`src/design/scrs_params.svh`:
```
// timing counts, register offsets, field positions and reset values
// assumes the block clock runs at SCRS_CLK_MHZ; counts derive from it
`ifndef SCRS_PARAMS_SVH
`define SCRS_PARAMS_SVH

`define SCRS_CLK_MHZ 200
`define SCRS_MIN_LOW_MS 2
`define SCRS_RUNUP_S 2
`define SCRS_OPER_MAX_S 20
`define SCRS_RAMP_MS 10
`define SCRS_BLINK_MS 250
`define SCRS_MIN_LOW_CYC (`SCRS_MIN_LOW_MS * `SCRS_CLK_MHZ * 1000)
`define SCRS_RUNUP_CYC (`SCRS_RUNUP_S * `SCRS_CLK_MHZ * 1000000)
`define SCRS_RAMP_CYC (`SCRS_RAMP_MS * `SCRS_CLK_MHZ * 1000)
`define SCRS_BLINK_CYC (`SCRS_BLINK_MS * `SCRS_CLK_MHZ * 1000)

`define SCRS_CTRL_OFS 8'h00
`define SCRS_CFG_DATA_OFS 8'h04
`define SCRS_STATUS_OFS 8'h08
`define SCRS_IRQ_STAT_OFS 8'h0C
`define SCRS_IRQ_CLR_OFS 8'h10
`define SCRS_IRQ_EN_OFS 8'h14

`define SCRS_CTRL_CFG_START 0
`define SCRS_CTRL_CLR_FAULT 1
`define SCRS_CTRL_OUT_LSB 8
`define SCRS_CFG_LAST 2'h2
`define SCRS_WIRE_W 8

`define SCRS_EV_RUN 0
`define SCRS_EV_STOP 1
`define SCRS_EV_CFG_ERR 2
`define SCRS_EV_TEST_ERR 3

`define SCRS_IRQ_EN_RST 4'h0
`define SCRS_OUTS_RST 4'h0
`define SCRS_ORDER_NUM 32'h0000_0A5A
`define SCRS_SERIAL_NUM 32'h0000_1234

`endif

```
`src/design/scrs_pkg.sv`:
```
// types shared by the sequencer files
// assumes nothing beyond a SystemVerilog compiler
package scrs_pkg;
    typedef enum logic [2:0] {
        ST_PWR = 3'b000,
        ST_TORQ_OFF = 3'b001,
        ST_CONFIG = 3'b010,
        ST_STARTUP = 3'b011,
        ST_RUN = 3'b100,
        ST_STOP_RAMP = 3'b101
    } scrs_state_e;
    typedef logic [31:0] scrs_word_t;
endpackage : scrs_pkg

```
`src/design/scrs_timer.sv`:
```
// cycle counter: counts while run_in, flags the limit, may wrap
// assumes run_in is synchronous to clk_in
`timescale 1ns/1ps
module scrs_timer
    import scrs_pkg::*;
(
    input wire logic clk_in,
    input wire logic rst_b_in,
    input wire logic run_in,
    input wire logic wrap_in,
    input wire scrs_word_t limit_in,
    output logic done_out
);
    scrs_word_t cnt_q;
    scrs_word_t cnt_d;

    assign done_out = run_in && (cnt_q == limit_in);

    always_comb
    begin
        cnt_d = cnt_q;
        if (!run_in)
            cnt_d = 32'h0;
        else if (cnt_q == limit_in)
            cnt_d = wrap_in ? 32'h0 : cnt_q;
        else
            cnt_d = cnt_q + 32'h1;
    end

    always_ff @(posedge clk_in)
    begin
        if (!rst_b_in)
            cnt_q <= 32'h0;
        else
            cnt_q <= cnt_d;
    end
endmodule : scrs_timer

```
`src/design/scrs_top.sv`:
```
// startup and reset sequencer of a drive safety card, AHB-Lite slave
// assumes one clock, synchronous low reset, a single zero-wait slave
`timescale 1ns/1ps
`include "scrs_params.svh"
module scrs_top
    import scrs_pkg::*;
#(
    parameter int unsigned MIN_LOW_CYC = `SCRS_MIN_LOW_CYC,
    parameter int unsigned RUNUP_CYC = `SCRS_RUNUP_CYC,
    parameter int unsigned RAMP_CYC = `SCRS_RAMP_CYC,
    parameter int unsigned BLINK_CYC = `SCRS_BLINK_CYC,
    parameter logic [31:0] ORDER_NUM = `SCRS_ORDER_NUM,
    parameter logic [31:0] SERIAL_NUM = `SCRS_SERIAL_NUM
)
(
    input wire logic clk_in,
    input wire logic rst_b_in,
    input wire logic supply_ok_in,
    input wire logic stop_request_input_in,
    input wire logic redundant_reset_input_in,
    input wire logic [7:0] wiring_in,
    input wire logic selftest_ok_in,
    input wire logic pulse_disable_fb_in,
    input wire logic fault_in,
    input wire logic hsel_in,
    input wire logic [31:0] haddr_in,
    input wire logic [1:0] htrans_in,
    input wire logic hwrite_in,
    input wire logic [2:0] hsize_in,
    input wire logic [31:0] hwdata_in,
    input wire logic hready_in,
    output logic [31:0] hrdata_out,
    output logic hreadyout_out,
    output logic hresp_out,
    output logic ready_out,
    output logic [3:0] configurable_outputs_out,
    output logic power_enable_out,
    output logic controlled_stop_out,
    output logic torque_off_feedback_out,
    output logic pulse_test_out,
    output logic cfg_led_out,
    output logic run_led_out,
    output logic sto_led_out,
    output logic irq_out
);
    // ------------------------------------------------------------
    // input synchronisers and timers
    // ------------------------------------------------------------
    logic [1:0] sync1_q;
    logic [1:0] sync2_q;
    logic both_high;
    logic low_done;
    logic su_done;
    logic ramp_done;
    logic blink_tick;
    scrs_state_e state_q;
    scrs_state_e state_d;

    always_ff @(posedge clk_in)
    begin
        if (!rst_b_in)
        begin
            sync1_q <= 2'h3;
            sync2_q <= 2'h3;
        end
        else
        begin
            sync1_q <= {redundant_reset_input_in, stop_request_input_in};
            sync2_q <= sync1_q;
        end
    end

    assign both_high = &sync2_q;

    // the low must last MIN_LOW_CYC before it arms a reset
    scrs_timer u_low (
        .clk_in(clk_in), .rst_b_in(rst_b_in), .run_in(!both_high),
        .wrap_in(1'b0), .limit_in(32'(MIN_LOW_CYC - 1)),
        .done_out(low_done)
    );
    scrs_timer u_su (
        .clk_in(clk_in), .rst_b_in(rst_b_in),
        .run_in(state_q == ST_STARTUP), .wrap_in(1'b0),
        .limit_in(32'(RUNUP_CYC - 1)), .done_out(su_done)
    );
    scrs_timer u_ramp (
        .clk_in(clk_in), .rst_b_in(rst_b_in),
        .run_in(state_q == ST_STOP_RAMP), .wrap_in(1'b0),
        .limit_in(32'(RAMP_CYC - 1)), .done_out(ramp_done)
    );
    scrs_timer u_blink (
        .clk_in(clk_in), .rst_b_in(rst_b_in), .run_in(1'b1),
        .wrap_in(1'b1), .limit_in(32'(BLINK_CYC - 1)),
        .done_out(blink_tick)
    );

    // ------------------------------------------------------------
    // bus phase capture
    // ------------------------------------------------------------
    logic wr_q;
    logic wr_d;
    logic [7:0] waddr_q;
    logic [7:0] waddr_d;
    logic [31:0] rdata_q;
    logic [31:0] rdata_d;
    logic [3:0] outs_q;
    logic [3:0] outs_d;
    logic [3:0] irq_en_q;
    logic [3:0] irq_en_d;
    logic [3:0] irq_st_q;
    logic [3:0] irq_st_d;
    logic [3:0] ev;
    logic ctrl_wr;
    logic cfg_wr;
    logic addr_ok;

    assign addr_ok = hsel_in && hready_in && htrans_in[1];
    assign ctrl_wr = wr_q && (waddr_q == `SCRS_CTRL_OFS);
    assign cfg_wr = wr_q && (waddr_q == `SCRS_CFG_DATA_OFS);

    // ------------------------------------------------------------
    // sequencer
    // ------------------------------------------------------------
    logic [1:0] cfg_cnt_q;
    logic [1:0] cfg_cnt_d;
    logic cfg_bad_q;
    logic cfg_bad_d;
    logic cfg_valid_q;
    logic cfg_valid_d;
    logic boot_q;
    logic boot_d;
    logic armed_q;
    logic armed_d;
    logic blink_q;
    logic blink_d;
    logic word_bad;
    logic cfg_end;
    logic clr_cmd;
    logic pwr_on;

    assign clr_cmd = ctrl_wr && hwdata_in[`SCRS_CTRL_CLR_FAULT];
    assign cfg_end = (state_q == ST_CONFIG) && cfg_wr &&
                     (cfg_cnt_q == `SCRS_CFG_LAST);

    always_comb
    begin
        // order number, serial number, then wiring plus feasibility
        word_bad = 1'b0;
        if (cfg_cnt_q == 2'h0)
            word_bad = hwdata_in != ORDER_NUM;
        else if (cfg_cnt_q == 2'h1)
            word_bad = hwdata_in != SERIAL_NUM;
        else
            word_bad = (hwdata_in[7:0] != wiring_in) ||
                       (hwdata_in[31:16] != 16'h0);
    end

    always_comb
    begin
        state_d = state_q;
        cfg_cnt_d = cfg_cnt_q;
        cfg_bad_d = cfg_bad_q;
        cfg_valid_d = cfg_valid_q;
        boot_d = boot_q;
        armed_d = armed_q || low_done;
        blink_d = blink_tick ? !blink_q : blink_q;
        ev = 4'h0;
        case (state_q)
            ST_PWR:
                if (supply_ok_in)
                    state_d = ST_TORQ_OFF;
            ST_TORQ_OFF:
                if (ctrl_wr && hwdata_in[`SCRS_CTRL_CFG_START])
                begin
                    state_d = ST_CONFIG;
                    cfg_cnt_d = 2'h0;
                    cfg_bad_d = 1'b0;
                end
                else if (both_high &&
                         (armed_q || clr_cmd || (boot_q && cfg_valid_q)))
                begin
                    state_d = ST_STARTUP;
                    armed_d = 1'b0;
                    boot_d = 1'b0;
                end
            ST_CONFIG:
                if (cfg_wr)
                begin
                    cfg_cnt_d = cfg_cnt_q + 2'h1;
                    cfg_bad_d = cfg_bad_q || word_bad;
                    if (cfg_end && (cfg_bad_q || word_bad))
                    begin
                        state_d = ST_TORQ_OFF;
                        cfg_valid_d = 1'b0;
                        ev[`SCRS_EV_CFG_ERR] = 1'b1;
                        ev[`SCRS_EV_STOP] = 1'b1;
                    end
                    else if (cfg_end)
                    begin
                        state_d = ST_STARTUP;
                        cfg_valid_d = 1'b1;
                        armed_d = 1'b0;
                        // a later stop must need a reset, not auto-restart
                        boot_d = 1'b0;
                    end
                end
            ST_STARTUP:
                if (!both_high)
                begin
                    state_d = ST_TORQ_OFF;
                    ev[`SCRS_EV_STOP] = 1'b1;
                end
                else if (su_done && selftest_ok_in && pulse_disable_fb_in)
                begin
                    state_d = ST_RUN;
                    ev[`SCRS_EV_RUN] = 1'b1;
                end
                else if (su_done)
                begin
                    state_d = ST_TORQ_OFF;
                    ev[`SCRS_EV_TEST_ERR] = 1'b1;
                    ev[`SCRS_EV_STOP] = 1'b1;
                end
            ST_RUN:
                if (!both_high || fault_in)
                    state_d = ST_STOP_RAMP;
            ST_STOP_RAMP:
                if (ramp_done)
                begin
                    state_d = ST_TORQ_OFF;
                    ev[`SCRS_EV_STOP] = 1'b1;
                end
            default:
                state_d = ST_TORQ_OFF;
        endcase
    end

    // power stays on through the ramp so the drive can brake
    assign pwr_on = (state_q == ST_RUN) || (state_q == ST_STOP_RAMP);
    assign power_enable_out = pwr_on;
    assign torque_off_feedback_out = !pwr_on;
    assign ready_out = state_q == ST_RUN;
    assign controlled_stop_out = state_q == ST_STOP_RAMP;
    assign pulse_test_out = state_q == ST_STARTUP;
    assign configurable_outputs_out = (state_q == ST_RUN) ? outs_q : 4'h0;
    assign cfg_led_out = (state_q == ST_CONFIG) && blink_q;
    assign run_led_out = (state_q == ST_RUN) ||
                         ((state_q == ST_STARTUP) && blink_q);
    assign sto_led_out = (state_q == ST_TORQ_OFF) && blink_q;

    always_ff @(posedge clk_in)
    begin
        if (!rst_b_in)
        begin
            state_q <= ST_PWR;
            cfg_cnt_q <= 2'h0;
            cfg_bad_q <= 1'b0;
            cfg_valid_q <= 1'b0;
            boot_q <= 1'b1;
            armed_q <= 1'b0;
            blink_q <= 1'b0;
        end
        else
        begin
            state_q <= state_d;
            cfg_cnt_q <= cfg_cnt_d;
            cfg_bad_q <= cfg_bad_d;
            cfg_valid_q <= cfg_valid_d;
            boot_q <= boot_d;
            armed_q <= armed_d;
            blink_q <= blink_d;
        end
    end

    // ------------------------------------------------------------
    // registers and interrupt
    // ------------------------------------------------------------
    always_comb
    begin
        wr_d = addr_ok && hwrite_in;
        waddr_d = {haddr_in[7:2], 2'h0};
        rdata_d = 32'h0;
        outs_d = outs_q;
        irq_en_d = irq_en_q;
        // a new event wins over a clear in the same cycle
        irq_st_d = irq_st_q | ev;
        if (addr_ok && !hwrite_in)
        begin
            if (waddr_d == `SCRS_CTRL_OFS)
                rdata_d = {20'h0, outs_q, 8'h0};
            else if (waddr_d == `SCRS_STATUS_OFS)
                rdata_d = {20'h0, outs_q, (state_q != ST_RUN), sync2_q,
                           armed_q, cfg_valid_q, state_q};
            else if (waddr_d == `SCRS_IRQ_STAT_OFS)
                rdata_d = {28'h0, irq_st_q};
            else if (waddr_d == `SCRS_IRQ_EN_OFS)
                rdata_d = {28'h0, irq_en_q};
            else
                rdata_d = 32'h0;
        end
        if (ctrl_wr)
            outs_d = hwdata_in[`SCRS_CTRL_OUT_LSB +: 4];
        else if (wr_q && (waddr_q == `SCRS_IRQ_EN_OFS))
            irq_en_d = hwdata_in[3:0];
        else if (wr_q && (waddr_q == `SCRS_IRQ_CLR_OFS))
            irq_st_d = (irq_st_q & ~hwdata_in[3:0]) | ev;
    end

    always_ff @(posedge clk_in)
    begin
        if (!rst_b_in)
        begin
            wr_q <= 1'b0;
            waddr_q <= 8'h0;
            rdata_q <= 32'h0;
            outs_q <= `SCRS_OUTS_RST;
            irq_en_q <= `SCRS_IRQ_EN_RST;
            irq_st_q <= 4'h0;
        end
        else
        begin
            wr_q <= wr_d;
            waddr_q <= waddr_d;
            rdata_q <= rdata_d;
            outs_q <= outs_d;
            irq_en_q <= irq_en_d;
            irq_st_q <= irq_st_d;
        end
    end

    assign hrdata_out = rdata_q;
    assign hreadyout_out = 1'b1;
    assign hresp_out = 1'b0;
    assign irq_out = |(irq_st_q & irq_en_q);
endmodule : scrs_top

```
`config.mk`:
```
export PLATFORM = sky130hd
export DESIGN_NAME = scrs_top
export DESIGN_NICKNAME = d
export VERILOG_FILES = /design/src/design/scrs_pkg.sv /design/src/design/scrs_timer.sv /design/src/design/scrs_top.sv
export VERILOG_INCLUDE_DIRS = /design/src /design/src/design
export SDC_FILE = /design/constraint.sdc
export NUM_CORES = 1
export LEC_CHECK = 0
export CAP_MARGIN = 40
export CORE_MARGIN = 3
export CORE_UTILIZATION = 60
export DETAILED_ROUTE_END_ITERATION = 8
export DONT_BUFFER_PORTS = 1
export PLACE_DENSITY = 0.84
export SYNTH_ARGS = -nofsm -noshare
export SYNTH_HDL_FRONTEND = slang
export SYNTH_HIERARCHICAL = 1
export SYNTH_SLANG_ARGS = --single-unit
```
`constraint.sdc`:
```
create_clock -name clk_in -period 4.1 [get_ports clk_in]
set_input_delay 0.82 -clock clk_in [delete_from_list [all_inputs] [get_ports clk_in]]
set_output_delay 0.82 -clock clk_in [all_outputs]
set_load 0.005 [all_outputs]
```
[After elaboration in Yosys (flattened, before gate mapping)]
Cells that the tools add are included.
Word-level totals
  register bits: 195
  output and inout port bits: 47
  word-level logic and storage cells: 179
Cells by class
  add/subtract/negate cells: 5
  equal/unequal tests: 33
  multiplexer cells: 55
  bitwise gates (word level): 8
  reductions and logical operators: 56
Operators with widths (count)
  adder 32 x 1 -> 32 bit (second input constant): 4
  two-way mux 3 bit: 11
  equality test 32 x 19 -> 1 bit (second input constant): 1
  equality test 32 x 21 -> 1 bit (second input constant): 1
  equality test 32 x 26 -> 1 bit (second input constant): 1
  equality test 32 x 29 -> 1 bit (second input constant): 1
  inequality test 32 x 12 -> 1 bit (second input constant): 1
  inequality test 32 x 13 -> 1 bit (second input constant): 1
  two-way mux 1 bit: 26
  two-way mux 12 bit: 2
  two-way mux 4 bit: 6
  logical AND 1 bit: 23
  case mux 3 bit (6 select lines): 1
  equality test 8 x 5 -> 1 bit (second input constant): 2
  inequality test 2 bit (second input constant): 8
  nonzero test 16 bit: 1
  equality test 6 x 2 -> 1 bit (second input constant): 2
  AND reduction 2 bit: 5
  inequality test 3 bit (second input constant): 3
  AND 4 bit: 2
  equality test 8 x 3 -> 1 bit (second input constant): 1
  logical NOT 8 bit: 1
  logical OR 1 bit: 8
  two-way mux 2 bit: 4
  other kinds (28): 41

[Logic depth before layout (Yosys ltp)]
  depth in word-level cells: 13
  depth in mapped cells: 11

[Hierarchy]
The synthesis kept the hierarchy.
Modules (own cells, without submodules)
  scrs_timer: instances 4, cells an instance 249, area an instance 2095.8 um^2, sequential area each 640.6 um^2
  scrs_top: instances 1, cells an instance 273, area an instance 2442.3 um^2, sequential area each 900.9 um^2

[Worst setup path before layout]
Ideal clock, no wire load.
  path type: register to register
  from: register u_su.cnt_q[29]
  to: register state_q[1]
  library setup time: 0.079 ns
  arrival time: 2.350 ns
  setup slack: 1.671 ns
  stages on the path, launching flop included: 11
  clock period less this slack: 2.429 ns
  cells stage by stage: dfxtp_1 > xor2_1 > nor4_1 > nand4_2 > nor2_1 > and2_1 > and4bb_2 > o21bai_1 > o211ai_2 > or4_1 > o211ai_1
Between the ends
  longest elaborated chain between the ends: 7
  elaborated cells on any way between the ends: 9
  those cells by class: eq/ne (2); mux (3); reduce/logical (4)
Ends and longest elaborated chain
  from (decl): line scrs_timer.sv:14  | scrs_word_t cnt_q;
  from (signal assigned): line scrs_timer.sv:35  | cnt_q <= cnt_d;
  equality test 32 x 29 -> 1 bit *: line scrs_timer.sv:17  | assign done_out = run_in && (cnt_q == limit_in);
  logical AND 1 bit *: line scrs_timer.sv:17
  named net su_done: line scrs_top.sv:53  | logic su_done;
  logical AND 1 bit (2 in series): line scrs_top.sv:213  | else if (su_done && selftest_ok_in && pulse_disable_fb_in)
  two-way mux 3 bit: line scrs_top.sv:213
  two-way mux 3 bit: line scrs_top.sv:208  | if (!both_high)
  case mux 3 bit (6 select lines): line scrs_top.sv:168  | case (state_q)
  to (signal assigned): line scrs_top.sv:265  | state_q <= state_d;
  to (decl): line scrs_top.sv:56  | scrs_state_e state_q;
The timed path passes the listed nets; every way through them passes the cells marked *.
A chain may end at the register's enable or synchronous reset.

[Worst setup path in the final report]
  from: register state_q[2]
  to: output configurable_outputs_out[0]
Between the ends
  longest elaborated chain between the ends: 2
Ends and longest elaborated chain
  equality test 3 bit
  named net ready_out: line scrs_top.sv:35  | output logic ready_out,
  two-way mux 4 bit: line scrs_top.sv:245  | assign configurable_outputs_out = (state_q == ST_RUN) ? outs_q : 4'h0;
  to (decl): line scrs_top.sv:36  | output logic [3:0] configurable_outputs_out,
The timed path passes the listed nets, and every way through them passes these cells.

==> results.ini <==
[outcome]
status=complete, but fails checks
violations=slew limit

[hold_path]
hold_path.class=register to register
worst_hold_path.endpoint=sync2_q[0]
whs_path_depth=1
min_from=sync1_q[0]

[global_routing]
global_route_wire_length_before_repair_um=41430
number_of_antenna_violations_at_the_first_check_in_global_routing=0
grt.overflow.total=0
grt_util_all_layers=0.2499
pin_count_of_the_biggest_net_entering_global_routing=34
via_count_of_the_first_global_routing_pass=8597

[drt]
avgViaCountPerCell=5.872
detailroute.wirelength.met3_um=1350
wl_um=25220
first_pass_iters=5
wire_per_inst_um=15.77
routed-via-count=9390
remaining_antenna_violation_count_after_routing=0
drt-initial-drc-count=791
highest-signal-layer=met4
detail_route.drc_violations=0
met2_wirelength_um=12180
detail_route.wirelength.met1_um=11250

[finish]
drive_above_1_share=0.06332
finalInstanceArea_um2=11590
leading_cell_types_in_the_layout_fill_and_taps_excluded=dfxtp_1, conb_1, nand3_1
fin_nets=1457
layout.cells.most_common=dfxtp_1
fin_util=0.6632
syn_to_final_growth_pct=7.062
fill_cells=1427
num_antenna_cells=0

[place]
place.detailed.hpwl_um=17970
port_bufs=0
gp_congestion=0.8587
placed_area_um2=11030

[die]
die_height_um=140.3
placeableCoreArea_um2=17480
start_util=0.6194
placement_rows=48
ios=135
die_area_um2=19690
die_width_um=140.3

[timing]
finish_stage_setup_viols=0
period_needed_ns=3.077
relSlewSlack=-0.1171
setup-tns-final_ns=0
slew_violations=32
final_hold_viol_count=0
fin_crit_sh=0.7505
skew_ns=0.009842
worstMarginPinSlew_ns=1.663
unrepaired_setup_endpoints_after_global_routing=no
finalHoldWorstSlack_ns=0.4088
fmax_ghz=0.3250

[cts]
post_cts.resized_instances=0
clk_latency_ns=0.42
cts_hold_buf=0
h-tree-depth=4
cts_post_setup_buffers_inserted=0
clkTransAtPathRegs_ns=0.07
cts_buffer_depth=2
cts_inserted_buffers=17
cts.root.buffer_cell=clkbuf_16
cts.sink_count=173
cts_tree=done

[setup_path]
start_point_of_the_critical_path=state_q[2]
worstReg2RegEnd=state_q[1]
rr_startpoint=u_su/cnt_q[29]
timing.critical_path.to_type=output port
worst-r2r-cell-count=10
worstSetupPathType=register to output port
timing.critical_path.arrival_ns=2.26
worst_setup_path_start_kind=register
regToRegSetupSlack_ns=1.23
worst-endpoint-required_ns=3.28
worstPathMaxFanout=12

[synthesis]
ys_seq_area_frac=0.3199
leading_area_contributor_after_synthesis=dfxtp_1
synth_cell_types=67
netlist_top_cells_area=dfxtp_1, xor2_1, nand3_1
yosysWarningCount=6
netlist_instances=1269
postSynth.asyncResetShare=0
number_of_enable_flip_flop_cells_after_synthesis=0
synth_flop_cell=dfxtp_1
netlist_area_before_placement_um2=10830
synth_seq_cells=173
synth.top_cell.area_share=0.3199
syn-mean-instance-area_um2=8.531

[pwr]
leakagePower_nw=4.847
internal_power_w=0.002702
power_frac_clock=0.434
power.share.sequential=0.481
power_dissipated_by_switching_net_loads_w=0.0009244
vdd.ir_drop.worst_uv=286.4
power.switching_fraction=0.2549
power_w=0.003626
comb_power_share=0.086
power_density_nw_per_um2=312.9

[job]
max_cap_violations=0

==> through the flow <==
step | setup slack (ns) | std cells
6_report | 1.023 | 1599
5_1_grt | 0.9557 | 1599
4_1_cts | 1.023 | 1599
3_5_place_dp | 1.282 | 1568
3_3_place_gp | 1.307 | 1565
2_1_floorplan | 1.671 | 1427
==> area by class of cell <==
type                    count  area [um2]  share of cell area
well taps                 225       281.5             0.02429
flip-flops and latches    173        3463              0.2988
repair buffers              7       71.32            0.006153
inverters                  32       120.1             0.01036
clock buffers              19       432.9             0.03735
clock inverters            12       123.9             0.01069
multi-input cells        1131        7097              0.6123
==> synthesized netlist by cell type (13+ instances only) <==
library cell  instances
a21o_1               24
a21oi_1              47
a221o_1              20
and2_1               20
and3_1               40
and4_1               20
buf_2                24
buf_4                30
buf_6                26
dfxtp_1             173
inv_1                32
mux2i_1              13
nand2_1             122
nand3_1             134
nand4_1              38
nor2_1               57
nor3_1               17
nor4_1               37
o21ai_0              31
o311ai_0             20
o311ai_1             16
or3_1                34
xor2_1              133
==> worst max path at each step <==
stage / end / slack (ns) / cells after the start
finish: configurable_outputs_out[0] / 1.02 / 4
global route: configurable_outputs_out[0] / 0.96 / 4
CTS: configurable_outputs_out[0] / 1.02 / 4
detailed placement: state_q[1] / 1.28 / 10
global placement: state_q[1] / 1.31 / 10
floorplan: state_q[1] / 1.67 / 10
==> cells by family (layout without fill, tap and decap cells) <==
logic type,Yosys count,after routing,synth area share
simple gates,593,593,0.3178
xor+xnor,145,145,0.1173
fa+ha+maj,7,7,0.008090
buf+inv,123,70,0.07929
other cells,2,160,0.0006937
flops,173,173,0.3199
mux,13,13,0.01202
compound gates,213,213,0.1448
==> per-layer routing <==
| layer | track usage | up-vias |
|---|---|---|
| met1 | 0.3292 | 4449 |
| met2 | 0.4178 | 256 |
| li1 | - | 4658 |
| met5 | 0 | - |
| met3 | 0.04848 | 27 |
| met4 | 0.07139 | 0 |
==> critical path: stages, from the launching register on <==
cell     delay (ns)
dfxtp_1        0.53
nor2b_1        0.38
inv_1          0.22
nor2_1         0.47
and2_1         0.24
==> power by group through the flow <==
| stage | Combinational (W) | Sequential (W) | Clock (W) |
|---|---|---|---|
| 2_1_floorplan | 0.000312 | 0.00175 | 0 |
| 3_3_place_gp | 0.000293 | 0.00178 | 0 |
| 3_5_place_dp | 0.000302 | 0.00178 | 0 |
| 4_1_cts | 0.000305 | 0.00174 | 0.00159 |
| 5_1_grt | 0.000347 | 0.00175 | 0.00166 |
| 6_report | 0.000310 | 0.00174 | 0.00157 |
==> flip-flops by register name (all words and copies together), names as in the netlist <==
register and cells:
irq_st_q 4, cfg_cnt_q 2, u_ramp/cnt_q 32, hrdata_out 12
u_blink/cnt_q 32, state_q 3, blink_q 1, sync1_q 2
u_low/cnt_q 32, wr_q 1, outs_q 4, cfg_valid_q 1
waddr_q 6, irq_en_q 4, u_su/cnt_q 32, cfg_bad_q 1
sync2_q 2, armed_q 1, boot_q 1
No activity file was read; power rests on OpenSTA's default activity.
